[config.mk]
export PLATFORM = sky130hd
export DESIGN_NAME = csq_sequencer
export DESIGN_NICKNAME = d
export VERILOG_FILES = /design/src/csq_sequencer.v
export VERILOG_INCLUDE_DIRS = /design/src /design/src/shared
export SDC_FILE = /design/constraint.sdc
export NUM_CORES = 1
export LEC_CHECK = 0
export BUFFER_PORTS_ARGS = -buffer_cell sky130_fd_sc_hd__buf_2
export CAP_MARGIN = 20
export CORE_MARGIN = 3
export CORE_UTILIZATION = 55
export DETAILED_ROUTE_END_ITERATION = 7
export PLACE_DENSITY = 0.75
export RECOVER_POWER = 50
export SLEW_MARGIN = 20
export SYNTH_ARGS = -nofsm -noshare
export SYNTH_HDL_FRONTEND = slang
export SYNTH_SLANG_ARGS = --single-unit
[constraint.sdc]
create_clock -name clk_sys -period 3.2 [get_ports clk_sys]
set_input_delay 0.16 -clock clk_sys [delete_from_list [all_inputs] [get_ports clk_sys]]
set_output_delay 0.16 -clock clk_sys [all_outputs]
set_load 0.01 [all_outputs]
[src/shared/csq_defines.vh]
// constants for the cleaning step sequencer
`ifndef CSQ_DEFINES_VH
`define CSQ_DEFINES_VH
`define CSQ_CLK_HZ        100000000
`define CSQ_TICK_DIV      (`CSQ_CLK_HZ / 1)
`define CSQ_NPROG         4
`define CSQ_NSTEP         30
`define CSQ_NOUT          4
`define CSQ_TYPE_SIMPLE   2'h0
`define CSQ_TYPE_CHEM     2'h1
`define CSQ_TYPE_TABLE    2'h2
`define CSQ_SIMPLE_MIN_S  10'h005
`define CSQ_SIMPLE_MAX_S  10'h258
`define CSQ_SIMPLE_RST_S  10'h00A
`define CSQ_CHEM_MAX_S    10'h384
`define CSQ_CHEM_CLN_RST  10'h005
`define CSQ_CHEM_RNS_RST  10'h000
`define CSQ_LIM_NONE      2'h0
`define CSQ_LIM_FIRST     2'h1
`define CSQ_LIM_SECOND    2'h2
`endif

[src/csq_sequencer.v]
// cleaning step sequencer: four programs, one runs at a time
`timescale 1ns/1ns
`include "csq_defines.vh"
module csq_sequencer (
  // clock and reset
  input  wire        clk_sys,
  input  wire        rst,
  // program configuration, 4 programs packed, then time settings shared by all programs
  input  wire [7:0]  prog_type,
  input  wire [3:0]  prog_hold_en,
  input  wire [15:0] prog_input_mask,
  input  wire [9:0]  simple_time,
  input  wire        simple_time_wr,
  input  wire [9:0]  chem_time,
  input  wire [1:0]  chem_time_sel,
  input  wire        chem_time_wr,
  // step table write port, step count, failsafe pattern and output count
  input  wire [4:0]  step_addr,
  input  wire [9:0]  step_dur,
  input  wire [3:0]  step_outs,
  input  wire [1:0]  step_lim_sel,
  input  wire        step_lim_level,
  input  wire        step_wr,
  input  wire [4:0]  step_count,
  input  wire [3:0]  failsafe_outs,
  input  wire [2:0]  out_count,
  // limit contacts
  input  wire [1:0]  lim_count,
  input  wire [1:0]  lim_src_fieldbus,
  input  wire        limit_contact_first,
  input  wire        limit_contact_second,
  input  wire [1:0]  lim_fieldbus,
  // commands
  input  wire [3:0]  start_req,
  input  wire        stop_req,
  input  wire        error_in,
  // outputs
  output reg  [3:0]  prog_active,
  output reg  [3:0]  act_out,
  output reg  [3:0]  input_hold,
  output reg         failsafe_on
);

  localparam ST_IDLE = 5'b00001;
  localparam ST_PRE  = 5'b00010;
  localparam ST_CLN  = 5'b00100;
  localparam ST_POST = 5'b01000;
  localparam ST_STEP = 5'b10000;

  reg [9:0]  step_dur_mem [0:`CSQ_NSTEP-1];
  reg [3:0]  step_out_mem [0:`CSQ_NSTEP-1];
  reg [1:0]  step_lsel_mem [0:`CSQ_NSTEP-1];
  reg        step_llev_mem [0:`CSQ_NSTEP-1];
  reg [9:0]  simple_s, pre_s, cln_s, post_s;
  reg [4:0]  state, step_idx;
  reg [1:0]  cur;
  reg [9:0]  remain;
  reg        timing;
  reg [26:0] div;
  reg        tick;
  reg [1:0]  lim_s1, lim_s2;
  reg [1:0]  fb_s1, fb_s2;
  reg        err_s1, err_s2;

  // unused table outputs forced off
  function [3:0] out_mask;
    input [2:0] n;
    begin
      out_mask = (n >= 3'h4) ? 4'hF : ((4'h1 << n) - 4'h1);
    end
  endfunction

  function [1:0] type_of;
    input [7:0] t;
    input [1:0] p;
    begin
      type_of = t[2*p +: 2];
    end
  endfunction

  wire [1:0] lim_src = {lim_src_fieldbus[1] ? fb_s2[1] : lim_s2[1],
                        lim_src_fieldbus[0] ? fb_s2[0] : lim_s2[0]};
  wire [1:0] lim_ok = {lim_count >= 2'h2, lim_count >= 2'h1};

  wire [1:0] cur_lsel = step_lsel_mem[step_idx];
  wire       cur_llev = step_llev_mem[step_idx];
  // contact beyond the configured count is treated as satisfied
  wire lim_met =
    (cur_lsel == `CSQ_LIM_FIRST)  ? (!lim_ok[0] ||
                                     lim_src[0] == cur_llev) :
    (cur_lsel == `CSQ_LIM_SECOND) ? (!lim_ok[1] ||
                                     lim_src[1] == cur_llev) : 1'b1;

  // first requesting program by lowest index
  reg [1:0] pick;
  reg       any_start;
  integer   i;
  always @* begin
    pick = 2'h0;
    any_start = 1'b0;
    for (i = `CSQ_NPROG - 1; i >= 0; i = i - 1) begin
      if (start_req[i]) begin
        pick = i[1:0];
        any_start = 1'b1;
      end
    end
  end

  // synchronisers for pins and fieldbus bits
  always @(posedge clk_sys) begin
    lim_s1 <= {limit_contact_second, limit_contact_first};
    lim_s2 <= lim_s1;
    fb_s1  <= lim_fieldbus;
    fb_s2  <= fb_s1;
    err_s1 <= error_in;
    err_s2 <= err_s1;
  end

  // one-second tick, held in reset while the sequencer is idle
  always @(posedge clk_sys) begin
    if (rst || (state == ST_IDLE)) begin
      div  <= 27'h0;
      tick <= 1'b0;
    end else if (div == `CSQ_TICK_DIV - 1) begin
      div  <= 27'h0;
      tick <= 1'b1;
    end else begin
      div  <= div + 27'h1;
      tick <= 1'b0;
    end
  end

  // timing parameters and table
  always @(posedge clk_sys) begin
    if (rst) begin
      simple_s <= `CSQ_SIMPLE_RST_S;
      pre_s    <= `CSQ_CHEM_RNS_RST;
      cln_s    <= `CSQ_CHEM_CLN_RST;
      post_s   <= `CSQ_CHEM_RNS_RST;
    end else begin
      // out of range writes are clamped
      if (simple_time_wr) begin
        if (simple_time < `CSQ_SIMPLE_MIN_S)
          simple_s <= `CSQ_SIMPLE_MIN_S;
        else if (simple_time > `CSQ_SIMPLE_MAX_S)
          simple_s <= `CSQ_SIMPLE_MAX_S;
        else
          simple_s <= simple_time;
      end
      if (chem_time_wr) begin
        case (chem_time_sel)
          2'h0: pre_s <= (chem_time > `CSQ_CHEM_MAX_S) ?
                         `CSQ_CHEM_MAX_S : chem_time;
          2'h1: cln_s <= (chem_time > `CSQ_CHEM_MAX_S) ?
                         `CSQ_CHEM_MAX_S : chem_time;
          2'h2: post_s <= (chem_time > `CSQ_CHEM_MAX_S) ?
                          `CSQ_CHEM_MAX_S : chem_time;
          default: ;
        endcase
      end
    end
  end

  always @(posedge clk_sys) begin
    if (step_wr && step_addr < `CSQ_NSTEP) begin
      step_dur_mem[step_addr]  <= step_dur;
      step_out_mem[step_addr]  <= step_outs;
      step_lsel_mem[step_addr] <= step_lim_sel;
      step_llev_mem[step_addr] <= step_lim_level;
    end
  end

  // main sequencer
  always @(posedge clk_sys) begin
    if (rst) begin
      state       <= ST_IDLE;
      cur         <= 2'h0;
      step_idx    <= 5'h0;
      remain      <= 10'h0;
      timing      <= 1'b0;
      prog_active <= 4'h0;
      act_out     <= 4'h0;
      input_hold  <= 4'h0;
      failsafe_on <= 1'b0;
    end else if (err_s2) begin
      // error ends the run and latches the failsafe pattern
      state       <= ST_IDLE;
      prog_active <= 4'h0;
      input_hold  <= 4'h0;
      act_out     <= failsafe_outs & out_mask(out_count);
      failsafe_on <= 1'b1;
    end else if (stop_req && state != ST_IDLE) begin
      state       <= ST_IDLE;
      prog_active <= 4'h0;
      input_hold  <= 4'h0;
      act_out     <= 4'h0;
    end else begin
      case (state)
        ST_IDLE: begin
          // a running program ignores new starts, so first one wins
          if (any_start && !stop_req) begin
            failsafe_on <= 1'b0;
            cur         <= pick;
            prog_active <= 4'h1 << pick;
            input_hold  <= prog_hold_en[pick] ?
                           prog_input_mask[4*pick +: 4] : 4'h0;
            timing      <= 1'b1;
            step_idx    <= 5'h0;
            case (type_of(prog_type, pick))
              `CSQ_TYPE_CHEM: begin
                state   <= ST_PRE;
                remain  <= pre_s;
                act_out <= 4'h0;
              end
              `CSQ_TYPE_TABLE: begin
                state   <= (step_count == 5'h0) ? ST_IDLE : ST_STEP;
                remain  <= step_dur_mem[0];
                timing  <= 1'b0;
                act_out <= step_out_mem[0] & out_mask(out_count);
                if (step_count == 5'h0) begin
                  prog_active <= 4'h0;
                  input_hold  <= 4'h0;
                end
              end
              default: begin
                state   <= ST_CLN;
                remain  <= simple_s;
                act_out <= 4'h1;
              end
            endcase
          end
        end
        ST_PRE, ST_CLN, ST_POST: begin
          // zero-length phases pass in one cycle
          if (remain == 10'h0) begin
            if (state == ST_PRE) begin
              state   <= ST_CLN;
              remain  <= cln_s;
              act_out <= 4'h1;
            end else if (state == ST_CLN &&
                         type_of(prog_type, cur) == `CSQ_TYPE_CHEM) begin
              state   <= ST_POST;
              remain  <= post_s;
              act_out <= 4'h0;
            end else begin
              state       <= ST_IDLE;
              act_out     <= 4'h0;
              prog_active <= 4'h0;
              input_hold  <= 4'h0;
            end
          end else if (tick) begin
            remain <= remain - 10'h1;
          end
        end
        ST_STEP: begin
          if (!timing) begin
            timing <= lim_met;
          end else if (remain == 10'h0) begin
            if (step_idx + 5'h1 >= step_count ||
                step_idx == `CSQ_NSTEP - 1) begin
              state       <= ST_IDLE;
              act_out     <= 4'h0;
              prog_active <= 4'h0;
              input_hold  <= 4'h0;
            end else begin
              step_idx <= step_idx + 5'h1;
              remain   <= step_dur_mem[step_idx + 5'h1];
              act_out  <= step_out_mem[step_idx + 5'h1] &
                          out_mask(out_count);
              timing   <= 1'b0;
            end
          end else if (tick) begin
            remain <= remain - 10'h1;
          end
        end
        default: state <= ST_IDLE;
      endcase
    end
  end

endmodule

Yosys cells after proc, flatten, opt, wreduce, memory -nomap -nowiden
Memory sizes are Yosys's and may differ from the RTL's. A register that Yosys moved wholly into a read port is not among the register bits.
Index checks and enable logic that the tools add are counted.
Word-level totals
  flip-flop bits (word level): 114
  bits in read-only memories: 0
  memories kept: 4
  logic and storage cells: 198
  bits in latches: 0
  bits in writable memories: 510
  output and inout port bits: 13
Operators by class
  shift-type cells: 5
  order comparisons: 9
  equal/unequal tests: 32
  divide/modulo/power cells: 0
  add/sub/neg operators: 4
  bitwise logic cells: 5
  multipliers: 0
  multiplexer cells: 85
  reductions and logical operators: 33
Memory list
  step_dur_mem: words 30, width 10, read ports 2, clocked after memory_dff 0, write ports 1, RTL line csq_sequencer.v:50  | reg [9:0] step_dur_mem [0:`CSQ_NSTEP-1];
  step_out_mem: words 30, width 4, read ports 2, clocked after memory_dff 0, write ports 1, RTL line csq_sequencer.v:51  | reg [3:0] step_out_mem [0:`CSQ_NSTEP-1];
  step_lsel_mem: words 30, width 2, read ports 1, clocked after memory_dff 1, write ports 1, RTL line csq_sequencer.v:52  | reg [1:0] step_lsel_mem [0:`CSQ_NSTEP-1];
  step_llev_mem: words 30, width 1, read ports 1, clocked after memory_dff 1, write ports 1, RTL line csq_sequencer.v:53  | reg step_llev_mem [0:`CSQ_NSTEP-1];
Operator list (number)
  10-bit two-way mux: 11
  4-bit two-way mux: 23
  5-bit two-way mux: 14
  4-bit one-hot mux with 3 select lines: 3
  10-bit one-hot mux with 3 select lines: 1
  27-bit by 1-bit adder with 27-bit output, second input constant: 1
  27-bit equality test, second input constant: 1
  1-bit two-way mux: 22
  10-bit > comparator, second input constant: 2
  10-bit one-hot mux with 2 select lines: 1
  5-bit one-hot mux with 2 select lines: 2
  2-bit inequality test, second input constant: 8
  4-bit inequality test, second input constant: 4
  16-bit by 5-bit variable part select with 4-bit output: 1
  8-bit by 4-bit variable part select with 2-bit output: 2
  5-bit one-hot mux with 3 select lines: 1
  7-bit AND reduction: 2
  4-bit AND: 3
  5-bit equality test, second input constant: 2
  10-bit logical NOT: 1
  10-bit by 3-bit < comparator with 1-bit output, second input constant: 1
  5-bit AND reduction: 2
  10-bit by 1-bit subtractor with 10-bit output, second input constant: 1
  2-bit by 1-bit equality test with 1-bit output, second input constant: 4
  39 further kinds: 60

Depth between registers and ports, before layout
Gate-level depths: netlist (run 1).
  depth after elaboration: 11
  mapped depth: 16
  depth with buffers taken out: 15

Least setup slack after synthesis (run 1)
OpenSTA, ideal clock, no wires.
  path type: flip-flop to flip-flop
  from: reg step_idx[0]
  to: reg remain[6]
  data arrival time: 3164 ps
  setup slack: -55 ps
  stages on the path, launching flop included: 16
  cells stage by stage: dfxtp_1 -> ha_1 -> xnor2_2 -> inv_2 -> buf_4 -> buf_4 -> buf_2 -> ha_1 -> a21oi_1 -> o21ai_0 -> a31oi_1 -> nor3_2 -> nor3_2 -> buf_2 -> nor2_1 -> a311oi_1
On the way
  longest elaborated chain between the ends: 6
  elaborated cells between the ends (all ways): 11
Ends and longest elaborated chain
  start: declaration: RTL line csq_sequencer.v:55  | reg [4:0] state, step_idx;
  start signal: assignment: RTL line csq_sequencer.v:266  | step_idx <= step_idx + 5'h1;
  5-bit by 1-bit adder with 5-bit output: RTL line csq_sequencer.v:259, csq_sequencer.v:267
  memory read 30 x 10 bit
  10-bit two-way mux: RTL line csq_sequencer.v:259  | if (step_idx + 5'h1 >= step_count ||
  10-bit two-way mux: RTL line csq_sequencer.v:258  | end else if (remain == 10'h0) begin
  10-bit two-way mux: RTL line csq_sequencer.v:256  | if (!timing) begin
  10-bit one-hot mux with 3 select lines: RTL line csq_sequencer.v:198  | case (state)
  end signal: assignment: RTL line csq_sequencer.v:212  | remain <= pre_s;
  end signal: assignment: RTL line csq_sequencer.v:252  | remain <= remain - 10'h1;
  end signal: assignment: RTL line csq_sequencer.v:267  | remain <= step_dur_mem[step_idx + 5'h1];
  end: declaration: RTL line csq_sequencer.v:57  | reg [9:0] remain;
Several ways; a longest one is shown, not always the timed one. The select of a mux whose other input is x is not followed.
A chain may end at the register's enable or synchronous reset.

==> results of run 1 <==
cell families after synthesis:
group	share of synthesized area
AOI/OAI and AO/OA	0.0552
xor gates and xnor gates	0.0135
adders and majority gates	0.00627
buffers and inverters	0.0193
DFF	0.682
muxes	0.136
and+or+nand+nor	0.0881
metrics by stage:
stage               hold WS (ns)  instances  area (sq um)  power (mW)  setup WS [ns]
floorplan                  0.188       1681         26000        9.71        0.00402
finish                    0.0465       2559         30100        17.0          0.165
global placement           0.266       2391         27700        10.1          0.169
detailed placement         0.264       2391         27700        10.1         0.0659
CTS                      0.00139       2553         30100        17.1         0.0237
global route              0.0646       2559         30100        17.5         0.0207
layer usage:
metal  part of all wire  wire length (um)  GRT usage  up-vias
met2               0.49             32600      0.438      842
met1               0.39             26000      0.368     8180
met3              0.082              5510     0.0404      155
li1                   -                 -          -     7005
met5                  0                 0          0        -
met4              0.040              2640      0.112        0
cell usage after synthesis (4+ instances only):
library cell  instances  area [sq um]
nand3b_1              8          60.1
mux2_2               25           282
o211ai_1              5          37.5
and3_1                9          56.3
nor3_1               25           125
nand3_1              73           365
a22oi_1              17           128
edfxtp_1            510         15300
nor2b_1              13          81.3
a221oi_1              9          78.8
or3_1                 9          56.3
nor3_2                4          40.0
nor2_1              138           518
o22ai_1               7          43.8
buf_2                25           125
nor4_1               10          62.6
a2bb2oi_1             5          43.8
nand2b_1             10          62.6
o221ai_1              4          35.0
a31oi_1               8          50.1
ha_1                 13           163
inv_1                23          86.3
a21oi_1              77           385
xnor2_1              16           140
and3b_1               4          35.0
o21ai_0              32           160
a211oi_1             12          90.1
clkbuf_1             41           154
nand4_1               9          56.3
o21a_1                7          52.6
xor2_1               22           193
mux2i_1              32           320
dfxtp_1             119          2380
buf_4                 8          60.1
nand2_1             148           556
mux4_2              129          2910
buf_1                 7          26.3
what timing repair did:
item	4_1_cts	5_1_grt
resized for setup	0	7
buffers inserted	0	6
hold buffers	50	0
hold endpoints to repair	91	0
setup endpoints to repair	0	2
critical path, cell delays in order (launching register included):
cell,delay (ns)
dfxtp_1,0.32
buf_6,0.25
mux2_2,0.40
mux4_2,0.50
nand3_1,0.13
nand3_1,0.17
xnor2_1,0.31
a41o_1,0.21
a21oi_1,0.05
dlygate4sd3_1,0.57
state kept, by name (all words and copies together), names as in the netlist, 10 cells and up, named ones only:
name and flops:
div 27, cln_s 10, step_out_mem 120, step_lsel_mem 60, post_s 10, pre_s 10, step_llev_mem 30, remain 10
simple_s 10, step_dur_mem 300
power by group through the flow:
stage	clock (mW)	sequential (mW)	combinational [mW]
6_report	7.00	9.05	0.979
5_1_grt	7.40	9.05	1.06
4_1_cts	7.10	9.04	0.965
3_5_place_dp	0	9.21	0.908
3_3_place_gp	0	9.21	0.880
2_1_floorplan	0	9.19	0.520
worst min path at each step:
stage	startpoint	endpoint	slack (ns)
finish	start_req[1]	prog_active[1]	0.05
detailed placement	lim_fieldbus[0]	fb_s1[0]	0.26
global route	chem_time_sel[0]	pre_s[7]	0.06
global placement	lim_fieldbus[1]	fb_s1[1]	0.27
CTS	step_dur[9]	step_dur_mem[15][9]	0.001
floorplan	error_in	err_s1	0.19
final cells by class:
cell class	count	area (sq um)
clock buffers	75	1620
repair buffers	250	1800
clock inverters	37	307
inverters	27	101
well taps	600	751
flip-flops and latches	629	17700
multi-input cells	941	7840
fillers	3124	15800
==> flow_metrics.tcl, run 1 <==
set metrics [dict create \
    status "complete, but fails checks" \
    failed_checks "capacitance limit, slew limit" \
    mostFrequentLayoutCell "edfxtp_1" \
    p_seq_frac 0.531 \
    drive_above_1_share 0.236 \
    worstMarginPinSlew_ns 1.50 \
    finalClockSkew_ns 0.0266 \
    drc 0 \
    required_ns 3.71 \
    internal_power_mw 13.3 \
    diodes 0 \
    switchingPower_mw 3.70 \
    cp_max_fo 21 \
    cts_root_buf "clkbuf_16" \
    grt_usage 0.269 \
    clkLatencyLatePin_ns 0.63 \
    syn_to_final_growth_pct 16.1 \
    dp_hpwl_mm 41.1 \
    grt-ovfl-total 0 \
    cts.sinks 629 \
    drv_cap 2 \
    reg2reg_to "timing" \
    clkTransAtPathRegs_ns 0.06 \
    crit_type "flop to flop" \
    min_period_ns 3.03 \
    synth_cell_types 84 \
    combPwrFrac 0.057 \
    yosys_warnings 0 \
    hp-class "input pin to flop" \
    final_max_slew_viol_count 17 \
    yosysSeqAreaShare 0.682 \
    synthCells 1681 \
    antenna_found_initial 0 \
    synthFlopType "edfxtp_1" \
    worstSetupEndpointType "flop" \
    ir_worst_vdd_mv 0.483 \
    fp.coreArea_sq_mm 0.0460 \
    final_nets 2026 \
    via_per_inst 6.32 \
    die_area_sq_mm 0.0498 \
    die_x_um 223 \
    routed_wl_mm 66.8 \
    numCtsBuffers 61 \
    rows 78 \
    setup_viol 0 \
    htreeDepth 2 \
    portBuffers 115 \
    grt_pass1_wl_mm 101 \
    ant_nets 0 \
    crit_end "timing" \
    synth_edf_count 510 \
    place.gp.congestion 0.919 \
    p_leak_nw 10.0 \
    ios 116 \
    initial_core_util 0.564 \
    pwr-share-clk 0.411 \
    finish.utilization 0.655 \
    drtIter0Drc 2022 \
    async_flop_share 0 \
    final_cell_mix "edfxtp_1, nand2_1, mux4_2, nor2_1, dfxtp_1" \
    grt_pass1_vias 16300 \
    die_height_um 223 \
    synth.avg_cell_area_sq_um 15.4 \
    clock.fmax_mhz 330 \
    critical_path.startpoint_type "flop" \
    reg2reg_depth 9 \
    avgRoutedWirePerCell_um 26.1 \
    grt_start_max_net_pins 58 \
    reg2reg_setup_slack_ns 0.17 \
    max-slew-margin-rel -0.00133 \
    tns_ns 0 \
    power.density_mw_per_mm2 565 \
    rsz0062_at_grt "false" \
    hold_path_depth 5 \
    cts_tree "yes" \
    finalCritPeriodShare 0.948 \
    hold_viol 0 \
    cp.arrival_ns 3.54 \
    cts.path.max_buffers 3 \
    ys_ff_latch 629 \
    synth.net_count 1797 \
    synth_area_sq_mm 0.0259 \
    switching_share 0.217 \
    dr.pass1.iters 6 \
    vias 16200 \
]
Power figures use the tool's default switching activity.
==> run 2, diff against run 1 <==
- RECOVER_POWER: 50 -> 25
==> run 2 against run 1 <==
Effect of this change:
- the flow now finishes without violations
- critical path type unchanged
- largest power group unchanged
- hold slack worse by 0.0019 ns
- final cell count unchanged
- highest routed layer unchanged
- critical endpoint unchanged
- die area unchanged
- count of clock-buffer cells in the layout unchanged
- clock power about the same
==> flow_metrics.tcl, run 2 (synthesis gave the netlist of run 1 again) <==
set metrics [dict create \
    finalClockSkew_ns 0.0274 \
    critical_path.startpoint_type "flop" \
    via_per_inst 6.31 \
    diodes 0 \
    syn_to_final_growth_pct 16.3 \
    fp.coreArea_sq_mm 0.0460 \
    dpl.cell_count 2391 \
    crit_type "flop to flop" \
    dr.pass1.iters 5 \
    final_nets 2026 \
    drtIter0Drc 2211 \
    min_period_ns 3.03 \
    hp-class "input pin to flop" \
    grt_start_max_net_pins 58 \
    mostFrequentLayoutCell "edfxtp_1" \
    setup_viol 0 \
    cts_tree "yes" \
    worstSetupEndpointType "flop" \
    place.gp.congestion 0.919 \
    antenna_found_initial 0 \
    cts.path.max_buffers 3 \
    top_register "step_dur_mem" \
    ios 116 \
    grt.busiest_layer "met2" \
    grt_pass1_vias 16300 \
    path_delay_family "multiplexers" \
    grt_util_met3 0.0404 \
    grt_pass1_wl_mm 101 \
    ir_worst_vdd_mv 0.481 \
    critPathMaxStageDelay_ns 0.57 \
    use_met2 0.438 \
    dpl_cell_area_sq_mm 0.0277 \
    p_leak_nw 10.1 \
    rows 78 \
    routed_wl_mm 66.8 \
    cp.arrival_ns 3.53 \
    fill_cells 3114 \
    postLayoutCellArea_sq_mm 0.0302 \
    clkLatencyLatePin_ns 0.63 \
    cts.sinks 629 \
    cp_common_cell "nand3_1" \
    numCtsBuffers 61 \
    clkTransAtPathRegs_ns 0.06 \
    tns_ns 0 \
    worstPathCellList "buf_6 > mux2_2 > mux4_2 > nand3_1 > nand3_1 > xnor2_1 > a41o_1 > a21oi_1 > dlygate4sd3_1" \
    cp_max_fo 21 \
    stdcell_count 2559 \
    largest_reg_flops 300 \
    cts_root_buf "clkbuf_16" \
    vias 16100 \
    worstMarginPinSlew_ns 1.38 \
    die_height_um 223 \
    cp_num_buf_inv 2 \
    hold_viol 0 \
    drv_cap 0 \
    die_x_um 223 \
    dp_hpwl_mm 41.1 \
    reg_top3 "step_dur_mem (300), step_out_mem (120), step_lsel_mem (60)" \
    slowest_stage "dlygate4sd3_1" \
    max-slew-margin-rel 0.0824 \
    clock.fmax_mhz 331 \
    avgRoutedWirePerCell_um 26.1 \
    grt-ovfl-total 0 \
    grt_usage 0.269 \
    portBuffers 115 \
    htreeDepth 2 \
    ant_nets 0 \
    power.density_mw_per_mm2 564 \
    finalCritPeriodShare 0.945 \
    status "complete, no violations" \
    required_ns 3.71 \
    rsz0062_at_grt "false" \
    drive_above_1_share 0.247 \
    final_cell_mix "edfxtp_1, nand2_1, mux4_2, dfxtp_1, nor2_1" \
    final_max_slew_viol_count 0 \
    drc 0 \
    use_met1 0.368 \
    worstHoldStart "start_req[1]" \
    initial_core_util 0.564 \
    die_area_sq_mm 0.0498 \
]
run 2: layout make-up:
type,count,area (sq um),area share
Timing Repair Buffer,250,1830,0.0606
Inverter,27,101,0.00336
Clock inverter,37,307,0.0102
Sequential cell,629,17700,0.587
Clock buffer,75,1620,0.0538
Multi-Input combinational cell,941,7850,0.260
Tap cell,600,751,0.0249
run 2: path summary, 6_finish.rpt:
| path | endpoint | slack [ns] | cells after the start |
|---|---|---|---|
| max | timing | 0.17 | 9 |
| max reg2reg | timing | 0.17 | 9 |
| min | prog_active[1] | 0.04 | 5 |
| min reg2reg | fb_s2[0] | 0.33 | 0 |
run 2: routing by layer:
| metal | vias to the layer above | share of wire |
|---|---|---|
| met5 | - | 0 |
| li1 | 7005 | - |
| met4 | 0 | 0.039 |
| met2 | 852 | 0.49 |
| met3 | 148 | 0.088 |
| met1 | 8135 | 0.39 |
run 2: worst min-delay path: cells and delay by family:
family,cells,cell delay [ns]
AND/OR/NAND/NOR,2,0.11
multiplexers,1,0.14
buffers and inverters,2,0.21
run 2: where the power goes:
part | internal, mW | total (mW) | switching (mW)
clock | 3.98 | 6.98 | 3.01
combinational | 0.380 | 0.982 | 0.602
sequential | 8.97 | 9.05 | 0.0739
total | 13.3 | 17.0 | 3.68
run 2: through the flow:
step                      utilization  hold slack (ns)  setup WS, ns  power [mW]
after global placement          0.602            0.266         0.169        10.1
final                           0.656           0.0446         0.175        17.0
after global routing            0.656           0.0646        0.0207        17.5
after CTS                       0.655          0.00139        0.0237        17.1
after detailed placement        0.602            0.264        0.0659        10.1
after floorplan                     -            0.188       0.00402        9.71
run 2: what timing repair did:
item                                    CTS  global route
endpoints found under the setup margin    0             2
endpoints found under the hold margin    91             0
hold buffers                             50             0
setup buffers                             0             6
gates resized for setup                   0             7
